### src/motion_status_config_regs.vh
`ifndef MOTION_STATUS_CONFIG_REGS_VH
`define MOTION_STATUS_CONFIG_REGS_VH

// register indices as printed, byte address is four times the index
`define IDX_DWELL 8'h42
`define IDX_AXIS 8'h43
`define IDX_STATUS 8'h44
`define IDX_CTRL 8'h48
`define IDX_UPPER 8'h49
`define IDX_LOWER 8'h4A
`define ADDR_WIDTH 12

// reset values
`define RST_DWELL 8'h00
`define RST_AXIS 8'h00
`define RST_STATUS 8'h40
`define RST_CTRL 8'h00
`define RST_LIMIT 13'h0000

// dwell counts fields
`define DWELL_QUIET_HI 7
`define DWELL_QUIET_LO 4
`define DWELL_BUSY_HI 3
`define DWELL_BUSY_LO 0

// axis select fields
`define AXIS_TAP_HI 5
`define AXIS_TAP_LO 4
`define AXIS_Z_BLOCK 2
`define AXIS_Y_BLOCK 1
`define AXIS_X_BLOCK 0
`define AXIS_RW_MASK 8'h37
`define TAP_X 2'h0
`define TAP_Y 2'h1
`define TAP_Z 2'h2
`define TAP_RESERVED 2'h3

// status mirror fields
`define ST_UPSET 7
`define ST_AWAKE 6
`define ST_STILL 5
`define ST_MOTION 4

// control fields: chaining select, aux channel enables
`define CTRL_CHAIN_HI 1
`define CTRL_CHAIN_LO 0
`define CTRL_AUX_BUSY_EN 2
`define CTRL_AUX_QUIET_EN 3
`define CTRL_RW_MASK 8'h0F
`define CHAIN_DEFAULT 2'h0
`define CHAIN_LINKED 2'h1
`define CHAIN_LOOP 2'h3

// bus responses
`define RESP_OKAY 2'h0
`define RESP_SLVERR 2'h2

`endif

### src/motion_status_config_regs.v
// How it works
// quiet event needs the upper-nibble count of consecutive samples under the lower limit.
// busy event needs the lower-nibble count of consecutive samples over the upper limit.
// tap axis field picks x with 00, y with 01 and z with 10.
// a set axis mask bit drops that axis from motion and stillness checking, clear by default.
// the upset flag is set by a register disturbance or while unconfigured.
// the upset flag is high at power-up and on every soft reset.
// the upset flag clears on any register write command.
// the awake bit is one while active, zero while inactive, reset one, mirror reset 0x40; here the mirror reads 0xC0 after reset, with upset set.
// the awake bit follows the detectors only in linked or loop chaining, else stays one.
// the stillness flag sets on an inactivity or free-fall detection.
// the motion flag sets on an over-threshold activity detection.
// aux samples compare by magnitude of the signed 14-bit value to 13-bit code limits.
// a failing sample restarts its consecutive-sample counter from zero.
// reserved bits read zero and writes to them do nothing.
`include "motion_status_config_regs.vh"
`timescale 1ns/1ps
`default_nettype none

module motion_status_config_regs #(
  parameter SAMPLE_WIDTH = 14,
  parameter LIMIT_WIDTH = 13,
  parameter COUNT_WIDTH = 4
) (
  // clock and reset
  input wire aclk,
  input wire aresetn,
  // axi4-lite write address and data
  input wire [`ADDR_WIDTH-1:0] s_axi_awaddr,
  input wire s_axi_awvalid,
  output reg s_axi_awready,
  input wire [31:0] s_axi_wdata,
  input wire [3:0] s_axi_wstrb,
  input wire s_axi_wvalid,
  output reg s_axi_wready,
  // axi4-lite write response
  output reg [1:0] s_axi_bresp,
  output reg s_axi_bvalid,
  input wire s_axi_bready,
  // axi4-lite read
  input wire [`ADDR_WIDTH-1:0] s_axi_araddr,
  input wire s_axi_arvalid,
  output reg s_axi_arready,
  output reg [31:0] s_axi_rdata,
  output reg [1:0] s_axi_rresp,
  output reg s_axi_rvalid,
  input wire s_axi_rready,
  // device events
  input wire soft_reset,
  input wire upset_event,
  input wire [2:0] axis_active,
  input wire [2:0] axis_inactive,
  input wire free_fall,
  // aux channel samples
  input wire aux_sample_valid,
  input wire [SAMPLE_WIDTH-1:0] aux_sample,
  // configuration and state out
  output reg [1:0] tap_axis_q,
  output reg [2:0] axis_check_en_q,
  output reg aux_busy_event_q,
  output reg aux_quiet_event_q,
  output reg awake_q
);

  ////////////////////////////////////////////////////////////////////////
  // helpers

  // word address to register index, byte offset bits must be zero
  function [7:0] reg_index;
    input [`ADDR_WIDTH-1:0] addr;
    begin
      reg_index = addr[9:2];
    end
  endfunction

  // magnitude of a signed sample, same width read unsigned, so -8192 gives 8192
  function [SAMPLE_WIDTH-1:0] magnitude;
    input [SAMPLE_WIDTH-1:0] s;
    begin
      magnitude = s[SAMPLE_WIDTH-1] ? (~s + 1'b1) : s;
    end
  endfunction

  // a count of zero behaves as one sample
  function [COUNT_WIDTH-1:0] need;
    input [COUNT_WIDTH-1:0] n;
    begin
      need = (n == {COUNT_WIDTH{1'b0}}) ? {{(COUNT_WIDTH-1){1'b0}}, 1'b1} : n;
    end
  endfunction

  ////////////////////////////////////////////////////////////////////////
  // state

  reg [7:0] dwell_q;
  reg [7:0] axis_q;
  reg [7:0] ctrl_q;
  reg [LIMIT_WIDTH-1:0] upper_q;
  reg [LIMIT_WIDTH-1:0] lower_q;
  reg upset_q;
  reg still_q;
  reg motion_q;
  reg [`ADDR_WIDTH-1:0] awaddr_q;
  reg [31:0] wdata_q;
  reg [3:0] wstrb_q;
  reg aw_held_q;
  reg w_held_q;
  reg [COUNT_WIDTH-1:0] busy_cnt_q;
  reg [COUNT_WIDTH-1:0] quiet_cnt_q;

  wire aw_hs = s_axi_awvalid & s_axi_awready;
  wire w_hs = s_axi_wvalid & s_axi_wready;
  wire ar_hs = s_axi_arvalid & s_axi_arready;
  wire do_write = aw_held_q & w_held_q & ~s_axi_bvalid;
  wire [7:0] wr_idx = reg_index(awaddr_q);
  wire wr_aligned = (awaddr_q[1:0] == 2'h0) &&
    (awaddr_q[`ADDR_WIDTH-1:10] == 2'h0);
  wire wr_lane0 = do_write & wr_aligned & wstrb_q[0];
  wire wr_lane1 = do_write & wr_aligned & wstrb_q[1];
  wire [7:0] status_word = {upset_q, awake_q, still_q, motion_q, 4'h0};

  ////////////////////////////////////////////////////////////////////////
  // aux channel comparison and detector combining

  wire [SAMPLE_WIDTH-1:0] aux_mag = magnitude(aux_sample);
  // magnitude against limit codes
  wire aux_over = aux_mag > {{(SAMPLE_WIDTH-LIMIT_WIDTH){1'b0}}, upper_q};
  wire aux_under = aux_mag < {{(SAMPLE_WIDTH-LIMIT_WIDTH){1'b0}}, lower_q};
  wire [COUNT_WIDTH-1:0] busy_need = need(dwell_q[`DWELL_BUSY_HI:`DWELL_BUSY_LO]);
  wire [COUNT_WIDTH-1:0] quiet_need =
    need(dwell_q[`DWELL_QUIET_HI:`DWELL_QUIET_LO]);
  wire busy_run = aux_sample_valid & aux_over & ctrl_q[`CTRL_AUX_BUSY_EN];
  wire quiet_run = aux_sample_valid & aux_under & ctrl_q[`CTRL_AUX_QUIET_EN];
  // busy event on reaching count
  wire busy_hit = busy_run && (busy_cnt_q + 1'b1 == busy_need);
  // quiet event on reaching count
  wire quiet_hit = quiet_run && (quiet_cnt_q + 1'b1 == quiet_need);

  // masked axes take no part; activity is any, stillness is all
  wire [2:0] axis_on = ~axis_q[2:0];
  wire axis_act = |(axis_active & axis_on);
  wire axis_still = (axis_on != 3'h0) && ((axis_inactive & axis_on) == axis_on);
  wire act_seen = axis_act | busy_hit;
  wire still_seen = axis_still | free_fall | quiet_hit;
  wire [1:0] chain = ctrl_q[`CTRL_CHAIN_HI:`CTRL_CHAIN_LO];
  wire chained = (chain == `CHAIN_LINKED) || (chain == `CHAIN_LOOP);
  wire status_read = ar_hs && (reg_index(s_axi_araddr) == `IDX_STATUS);
  wire sw_reset = ~aresetn | soft_reset;

  ////////////////////////////////////////////////////////////////////////
  // consecutive sample counters

  always @(posedge aclk)
  begin
    if (sw_reset || !aresetn)
    begin
      busy_cnt_q <= {COUNT_WIDTH{1'b0}};
      quiet_cnt_q <= {COUNT_WIDTH{1'b0}};
      aux_busy_event_q <= 1'b0;
      aux_quiet_event_q <= 1'b0;
    end
    else
    begin
      aux_busy_event_q <= busy_hit;
      aux_quiet_event_q <= quiet_hit;
      if (aux_sample_valid)
      begin
        // broken run restarts count
        if (!busy_run)
          busy_cnt_q <= {COUNT_WIDTH{1'b0}};
        else if (busy_cnt_q != {COUNT_WIDTH{1'b1}})
          busy_cnt_q <= busy_cnt_q + 1'b1;
        // broken run restarts count
        if (!quiet_run)
          quiet_cnt_q <= {COUNT_WIDTH{1'b0}};
        else if (quiet_cnt_q != {COUNT_WIDTH{1'b1}})
          quiet_cnt_q <= quiet_cnt_q + 1'b1;
      end
    end
  end

  ////////////////////////////////////////////////////////////////////////
  // configuration registers

  always @(posedge aclk)
  begin
    if (sw_reset)
    begin
      dwell_q <= `RST_DWELL;
      axis_q <= `RST_AXIS;
      ctrl_q <= `RST_CTRL;
      upper_q <= `RST_LIMIT;
      lower_q <= `RST_LIMIT;
    end
    else
    begin
      // both nibbles writable
      if (wr_lane0 && wr_idx == `IDX_DWELL)
        dwell_q <= wdata_q[7:0];
      if (wr_lane0 && wr_idx == `IDX_AXIS)
      begin
        // reserved bits stay zero
        axis_q[2:0] <= wdata_q[2:0];
        // reserved tap code ignored
        if (wdata_q[5:4] != `TAP_RESERVED)
          axis_q[5:4] <= wdata_q[5:4];
      end
      if (wr_lane0 && wr_idx == `IDX_CTRL)
        ctrl_q <= wdata_q[7:0] & `CTRL_RW_MASK;
      if (wr_lane0 && wr_idx == `IDX_UPPER)
        upper_q[7:0] <= wdata_q[7:0];
      if (wr_lane1 && wr_idx == `IDX_UPPER)
        upper_q[LIMIT_WIDTH-1:8] <= wdata_q[LIMIT_WIDTH-1:8];
      if (wr_lane0 && wr_idx == `IDX_LOWER)
        lower_q[7:0] <= wdata_q[7:0];
      if (wr_lane1 && wr_idx == `IDX_LOWER)
        lower_q[LIMIT_WIDTH-1:8] <= wdata_q[LIMIT_WIDTH-1:8];
    end
  end

  // registered copies of steering fields for the detectors
  always @(posedge aclk)
  begin
    if (sw_reset)
    begin
      tap_axis_q <= `TAP_X;
      axis_check_en_q <= 3'h7;
    end
    else
    begin
      // tap axis out
      tap_axis_q <= axis_q[`AXIS_TAP_HI:`AXIS_TAP_LO];
      // per-axis check enables
      axis_check_en_q <= axis_on;
    end
  end

  ////////////////////////////////////////////////////////////////////////
  // status mirror; hardware set wins over any clear in the same cycle

  always @(posedge aclk)
  begin
    if (sw_reset)
    begin
      // upset high after reset
      upset_q <= 1'b1;
      // awake resets to one
      awake_q <= 1'b1;
      still_q <= 1'b0;
      motion_q <= 1'b0;
    end
    else
    begin
      // disturbance sets upset
      if (upset_event)
        upset_q <= 1'b1;
      // any write clears upset
      else if (do_write)
        upset_q <= 1'b0;
      // stillness flag
      if (still_seen)
        still_q <= 1'b1;
      else if (status_read)
        still_q <= 1'b0;
      // motion flag
      if (act_seen)
        motion_q <= 1'b1;
      else if (status_read)
        motion_q <= 1'b0;
      // awake follows only when chained
      if (!chained)
        awake_q <= 1'b1;
      else if (act_seen)
        awake_q <= 1'b1;
      else if (still_seen)
        awake_q <= 1'b0;
    end
  end

  ////////////////////////////////////////////////////////////////////////
  // axi4-lite write side: address and data taken in either order

  always @(posedge aclk)
  begin
    if (!aresetn)
    begin
      s_axi_awready <= 1'b1;
      s_axi_wready <= 1'b1;
      s_axi_bvalid <= 1'b0;
      s_axi_bresp <= `RESP_OKAY;
      aw_held_q <= 1'b0;
      w_held_q <= 1'b0;
      awaddr_q <= {`ADDR_WIDTH{1'b0}};
      wdata_q <= 32'h00000000;
      wstrb_q <= 4'h0;
    end
    else
    begin
      if (aw_hs)
      begin
        awaddr_q <= s_axi_awaddr;
        aw_held_q <= 1'b1;
        s_axi_awready <= 1'b0;
      end
      if (w_hs)
      begin
        wdata_q <= s_axi_wdata;
        wstrb_q <= s_axi_wstrb;
        w_held_q <= 1'b1;
        s_axi_wready <= 1'b0;
      end
      if (do_write)
      begin
        s_axi_bvalid <= 1'b1;
        case (wr_aligned ? wr_idx : 8'h00)
          `IDX_DWELL, `IDX_AXIS, `IDX_STATUS, `IDX_CTRL, `IDX_UPPER,
          `IDX_LOWER: s_axi_bresp <= `RESP_OKAY;
          default: s_axi_bresp <= `RESP_SLVERR;
        endcase
      end
      // one write at a time, reopen after the response is taken
      if (s_axi_bvalid && s_axi_bready)
      begin
        s_axi_bvalid <= 1'b0;
        aw_held_q <= 1'b0;
        w_held_q <= 1'b0;
        s_axi_awready <= 1'b1;
        s_axi_wready <= 1'b1;
      end
    end
  end

  ////////////////////////////////////////////////////////////////////////
  // axi4-lite read side

  always @(posedge aclk)
  begin
    if (!aresetn)
    begin
      s_axi_arready <= 1'b1;
      s_axi_rvalid <= 1'b0;
      s_axi_rdata <= 32'h00000000;
      s_axi_rresp <= `RESP_OKAY;
    end
    else
    begin
      if (ar_hs)
      begin
        s_axi_arready <= 1'b0;
        s_axi_rvalid <= 1'b1;
        s_axi_rresp <= `RESP_OKAY;
        // reserved and upper bits read zero
        case ((s_axi_araddr[1:0] == 2'h0 &&
               s_axi_araddr[`ADDR_WIDTH-1:10] == 2'h0) ?
              reg_index(s_axi_araddr) : 8'h00)
          `IDX_DWELL: s_axi_rdata <= {24'h000000, dwell_q};
          `IDX_AXIS: s_axi_rdata <= {24'h000000, axis_q & `AXIS_RW_MASK};
          `IDX_STATUS: s_axi_rdata <= {24'h000000, status_word};
          `IDX_CTRL: s_axi_rdata <= {24'h000000, ctrl_q};
          `IDX_UPPER: s_axi_rdata <= {19'h00000, upper_q};
          `IDX_LOWER: s_axi_rdata <= {19'h00000, lower_q};
          default:
          begin
            s_axi_rdata <= 32'h00000000;
            s_axi_rresp <= `RESP_SLVERR;
          end
        endcase
      end
      if (s_axi_rvalid && s_axi_rready)
      begin
        s_axi_rvalid <= 1'b0;
        s_axi_arready <= 1'b1;
      end
    end
  end

endmodule // motion_status_config_regs

`default_nettype wire

### config.mk
export PLATFORM = sky130hd
export DESIGN_NAME = motion_status_config_regs
export DESIGN_NICKNAME = d
export VERILOG_FILES = /design/src/motion_status_config_regs.v
export VERILOG_INCLUDE_DIRS = /design/src
export SDC_FILE = /design/constraint.sdc
export NUM_CORES = 1
export LEC_CHECK = 0
export CORE_ASPECT_RATIO = 1.75
export CORE_UTILIZATION = 40
export DETAILED_ROUTE_END_ITERATION = 6
export DONT_BUFFER_PORTS = 1
export GPL_TIMING_DRIVEN = 0
export HOLD_SLACK_MARGIN = 0.12
export PLACE_DENSITY = 0.57
export SLEW_MARGIN = 40
export SYNTH_ARGS = -nofsm -noshare
export SYNTH_HDL_FRONTEND = slang
export SYNTH_SLANG_ARGS = --single-unit
### constraint.sdc
create_clock -name aclk -period 3 [get_ports aclk]
set_input_delay 0.6 -clock aclk [delete_from_list [all_inputs] [get_ports aclk]]
set_output_delay 0.6 -clock aclk [all_outputs]
set_load 0.01 [all_outputs]
* Word level (Yosys, flattened, before mapping) *
Cells that the tools add are included.
W data, S select, Z words.

storage, ports and cells
  logic and storage cells = 139
  bits in registers = 132

cells by class
  muxes and demuxes = 15
  reduce and logical (&&, ||, !) cells = 37
  eq/ne operators = 28
  add/subtract/negate cells = 3
  order comparisons = 2
  bitwise operators = 23

operators with widths
  cell                     number
  $eq A8 B7 Y1 const B     18
  $pmux W13 S6             1
  $mux W4                  6
  $mux W8                  2
  $logic_and A1 B1 Y1      15
  $add A14 B1 Y14 const B  1
  $gt A14 B13 Y1           1
  $lt A14 B13 Y1           1
  $mux W14                 1
  $not A14 Y14             1
  $and A1 B1 Y1            12
  $reduce_or A6 Y1         2
  $add A4 B1 Y4 const B    2
  $eq A4 B4 Y1             2
  $logic_not A2 Y1         4
  $logic_not A4 Y1         2
  $ne A4 B4 Y1 const B     2
  $and A3 B3 Y3            2
  $reduce_and A2 Y1        3
  $reduce_or A2 Y1         3
  $reduce_or A3 Y1         2
  $mux W2                  2
  $ne A2 B1 Y1 const B     2
  $or A1 B1 Y1             4
  11 further kinds         17

* Logic depth before layout (Yosys ltp) *
  depth after elaboration = 9
  gate-level depth with buffers = 13

* Worst setup path after synthesis *
OpenSTA, ideal clock, no wires.

  path kind = input to register
  start point = input port aux_sample[5]
  end point = register awake_q
  setup slack = 0.021 ns
  library setup time = 0.134 ns
  required time = 2.866 ns
  stages on the path = 10
  data arrival time = 2.845 ns
  cells stage by stage = nor4_4 > nand4_2 > o41ai_1 > xnor2_1 > ha_1 > nand3_1 > nor4b_1 > o21ai_0 > o211ai_1 > nand4bb_1

between the ends
  word-level cells in the longest chain between the ends = 9
  elaborated cells between the ends (all ways) = 14

RTL lines
  element                            RTL line                         RTL
  start, declared                    motion_status_config_regs.v:56   input wire [SAMPLE_WIDTH-1:0] aux_sample,
  $not A14 Y14                       motion_status_config_regs.v:80   magnitude = s[SAMPLE_WIDTH-1] ? (~s + 1'b1) : s;
  $add A14 B1 Y14                    motion_status_config_regs.v:80
  $mux W14 *                         motion_status_config_regs.v:80
  $gt A14 B13 Y1                     motion_status_config_regs.v:127  wire aux_over = aux_mag > {{(SAMPLE_WIDTH-LIMIT_WIDTH){1'b0}}, upper_q};
  $and A1 B1 Y1 (2 in series)        motion_status_config_regs.v:132  wire busy_run = aux_sample_valid & aux_over & ctrl_q[`CTRL_AUX_BUSY_EN];
  $logic_and A1 B1 Y1                motion_status_config_regs.v:135  wire busy_hit = busy_run && (busy_cnt_q + 1'b1 == busy_need);
  $or A1 B1 Y1                       motion_status_config_regs.v:143  wire act_seen = axis_act | busy_hit;
  $reduce_or A3 Y1 (no source line)  -
  end signal, assigned               motion_status_config_regs.v:248  awake_q <= 1'b1;
  end signal, assigned               motion_status_config_regs.v:272  awake_q <= 1'b1;
  end signal, assigned               motion_status_config_regs.v:274  awake_q <= 1'b1;
  end, declared                      motion_status_config_regs.v:62   output reg awake_q

Every way passes the cells marked *; elsewhere a longest branch is shown, timed or not.
A chain may end at the register's enable or synchronous reset.

* Final worst setup path *
  start point = input port aux_sample[5]
  end point = register motion_q

between the ends
  word-level cells in the longest chain between the ends = 9
  elaborated cells between the ends (all ways) = 10

RTL lines
  element                                        RTL line                         RTL
  $not A14 Y14                                   motion_status_config_regs.v:80
  $add A14 B1 Y14                                motion_status_config_regs.v:80
  $mux W14 *                                     motion_status_config_regs.v:80
  $gt A14 B13 Y1 *                               motion_status_config_regs.v:127
  $and A1 B1 Y1 * (2 in series)                  motion_status_config_regs.v:132
  $logic_and A1 B1 Y1 *                          motion_status_config_regs.v:135
  $or A1 B1 Y1 *                                 motion_status_config_regs.v:143
  $mux W1 or $reduce_bool A2 Y1 (tied branches)  -
  end signal, assigned                           motion_status_config_regs.v:250  motion_q <= 1'b0;
  end signal, assigned                           motion_status_config_regs.v:267  motion_q <= 1'b1;
  end signal, assigned                           motion_status_config_regs.v:269  motion_q <= 1'b0;
  end, declared                                  motion_status_config_regs.v:102  reg motion_q;

Marked as above.

==> results.sh <==
export IMPL_status="finished clean"
export IMPL_die_x_um=93.3
export IMPL_ys_flop_type="dfxtp_1"
export IMPL_worstHoldPathType="in2reg"
export IMPL_async_flop_share_pct=0
export IMPL_fmax_ghz=0.349
export IMPL_cts_buffers=9
export IMPL_area_delta_synth_final_pct=11.4
export IMPL_drv_slew=0
export IMPL_critical_path_required_ns=3.21
export IMPL_synth_top_cell_by_area="dfxtp_1"
export IMPL_dieArea_um2=15100
export IMPL_r2r_start="awaddr_q[9]"
export IMPL_ioPinCount=140
export IMPL_syn_avg_cell_area_um2=8.51
export IMPL_diodes=0
export IMPL_crit_path_start="aux_sample[5]"
export IMPL_finalSetupViolCount=0
export IMPL_clock_root_buffer="clkbuf_16"
export IMPL_cts_sinks=111
export IMPL_cts_path_max_buffers=2
export IMPL_final_cell_mix="dfxtp_1, nand2_1, nor2_1"
export IMPL_cap_violations=0
export IMPL_core_area_um2=14300
export IMPL_period_share_pct=95.4
export IMPL_startpoint_type="primary input"
export IMPL_wl_per_cell_um=17.8
export IMPL_via_per_inst=5.32
export IMPL_syn_area_um2=5840
export IMPL_grt_pass1_wl_mm=25.0
export IMPL_drtPass1Iterations=4
export IMPL_vias=4800
export IMPL_antenna_found_initial=0
export IMPL_cts_tree="yes"
export IMPL_rsz0062_at_grt="no"
export IMPL_power_density_nw_per_um2=476
export IMPL_grt_total_usage_pct=21.7
export IMPL_grt_pass1_vias=4782
export IMPL_finClkSkew_ns=0.0105
export IMPL_clkTransAtPathRegs_ns=0.08
export IMPL_htree_num_levels=3
export IMPL_cellLeakagePower_nw=2.57
export IMPL_post_route_min_period_ns=2.86
export IMPL_synth_area_leaders="dfxtp_1, mux2i_1, nand2_1"
export IMPL_max_slew_margin_rel_pct=56.6
export IMPL_end_kind="register"
export IMPL_synth_edf_count=0
export IMPL_yosysTopAreaCellShare_pct=38.1
export IMPL_drive_gt1_share_pct=10.4
export IMPL_whs_ns=0.346
export IMPL_synth_warnings=0
export IMPL_fin_nets=837
export IMPL_critPathKind="in2reg"
export IMPL_clk_latency_ns=0.35
export IMPL_wl_mm=16.0
export IMPL_dpl_hpwl_mm=13.0
export IMPL_drtIter0Drc=256
export IMPL_arrival_ns=3.08
export IMPL_synth_cells=686
export IMPL_tightestPinTransition_ns=0.651
export IMPL_post_route_drc_count=0
export IMPL_globalRouteOverflowTotal=0
export IMPL_seq_area_frac_synth_pct=38.1
export IMPL_rows=58
export IMPL_final_common_cell="dfxtp_1"
export IMPL_layout_setup_ws_ns=0.139
export IMPL_timing_hold_violations_final=0
export IMPL_gp_congestion=0.859
export IMPL_die_height_um=162
export IMPL_start_util_pct=40.8
export IMPL_ctsHoldBuffers=0
export IMPL_holdCritStartpoint="upset_event"
export IMPL_vdd_drop_max_mv=0.328
export IMPL_antenna_left=0
export IMPL_worstPathMaxFanout=5
export IMPL_pre_cts_ws_ns=-0.636
export IMPL_grt_max_degree=19
export IMPL_fin_tns_setup_ns=0
export IMPL_numPortBuffers=0
export IMPL_ys_seq_elements=111
export IMPL_ys_types=67
worst paths after layout:
kind              slack (ns)    endpoint  cells past startpoint
setup reg to reg        0.57  dwell_q[5]                      7
setup / recovery        0.14    motion_q                     12
hold reg to reg         0.46  wstrb_q[1]                      2
hold / removal          0.35     upset_q                      1
area by class of cell:
type                            instances  area (um^2)
Fill cell                            1413         7790
Multi-Input combinational cell        503         3290
Sequential cell                       111         2220
Buffer                                 49          288
Clock buffer                           10          239
Tap cell                              180          225
Inverter                               42          158
Clock inverter                          5         66.3
Timing Repair Buffer                    2         15.0
critical path: stages:
cell	delay (ns)
nor4_4	0.35
nand4_2	0.20
o41ai_2	0.26
xnor2_1	0.17
ha_1	0.34
nand3_2	0.15
nor4b_4	0.40
a211oi_2	0.06
buf_4	0.17
o211ai_1	0.15
buf_4	0.15
a31oi_1	0.08
cells by family after synthesis:
logic type | count (synthesis) | synth area share [%]
and+or+nand+nor | 246 | 20.6
buffers and inverters | 92 | 7.69
xor gates and xnor gates | 25 | 3.75
DFF | 111 | 38.1
adders and majority gates | 28 | 6.00
muxes | 51 | 8.96
AOI/OAI and AO/OA | 132 | 14.8
other | 1 | 0.0642
flip-flops by register name, summed over array words and instances, names as in the netlist, 2 cells and up:
signal / flops
awaddr_q: 12
axis_check_en_q: 3
axis_q: 5
busy_cnt_q: 4
ctrl_q: 4
dwell_q: 8
lower_q: 13
quiet_cnt_q: 4
s_axi_rdata: 13
tap_axis_q: 2
upper_q: 13
wdata_q: 13
wstrb_q: 2
synth_stat cells, types with 3 or more instances:
master	count
inv_1	42
and2_1	10
mux2_2	10
a211oi_1	6
a21o_1	4
o211ai_1	4
xnor2_1	22
xor2_1	3
o21ai_0	17
mux2i_1	41
nor2_1	67
a32o_1	3
nor3b_1	3
clkbuf_1	22
nor2b_1	5
ha_1	28
nor3_1	7
nand2_1	98
a22oi_1	10
buf_4	23
a31oi_1	7
and3_1	5
o21a_1	4
dfxtp_1	111
a222oi_1	3
a21oi_1	47
o22ai_1	3
nand3_1	14
nand2b_1	10
nand4_1	6
metrics by stage:
stage / cells / cell area, um^2 / power [mW] / utilization (%)
after global routing: 902 / 6510 / 3.21 / 45.5
final: 902 / 6510 / 3.10 / 45.5
after detailed placement: 886 / 6140 / 1.89 / 43.0
after floorplan: 706 / 5910 / 1.80 / -
after CTS: 901 / 6470 / 3.10 / 45.3
after global placement: 886 / 6140 / 1.88 / 42.9
per-layer routing:
layer	GRT usage, %	wire length, um	up-vias
li1	-	-	2409
met1	21.8	5850	2243
met2	41.5	8890	120
met3	3.32	628	28
met4	11.6	654	0
met5	0	0	-
power by group:
part,leakage [nW],internal (mW),switching (mW)
clock network,0.147,0.677,0.553
registers,0.901,1.50,0.0373
logic,1.52,0.129,0.197
total,2.57,2.31,0.787
what timing repair did:
item	4_1_cts	5_1_grt
setup buffers	1	1
setup endpoints to repair	7	11
pin swaps	1	2
resized for setup	4	7
(Power assumes the default switching activity.)
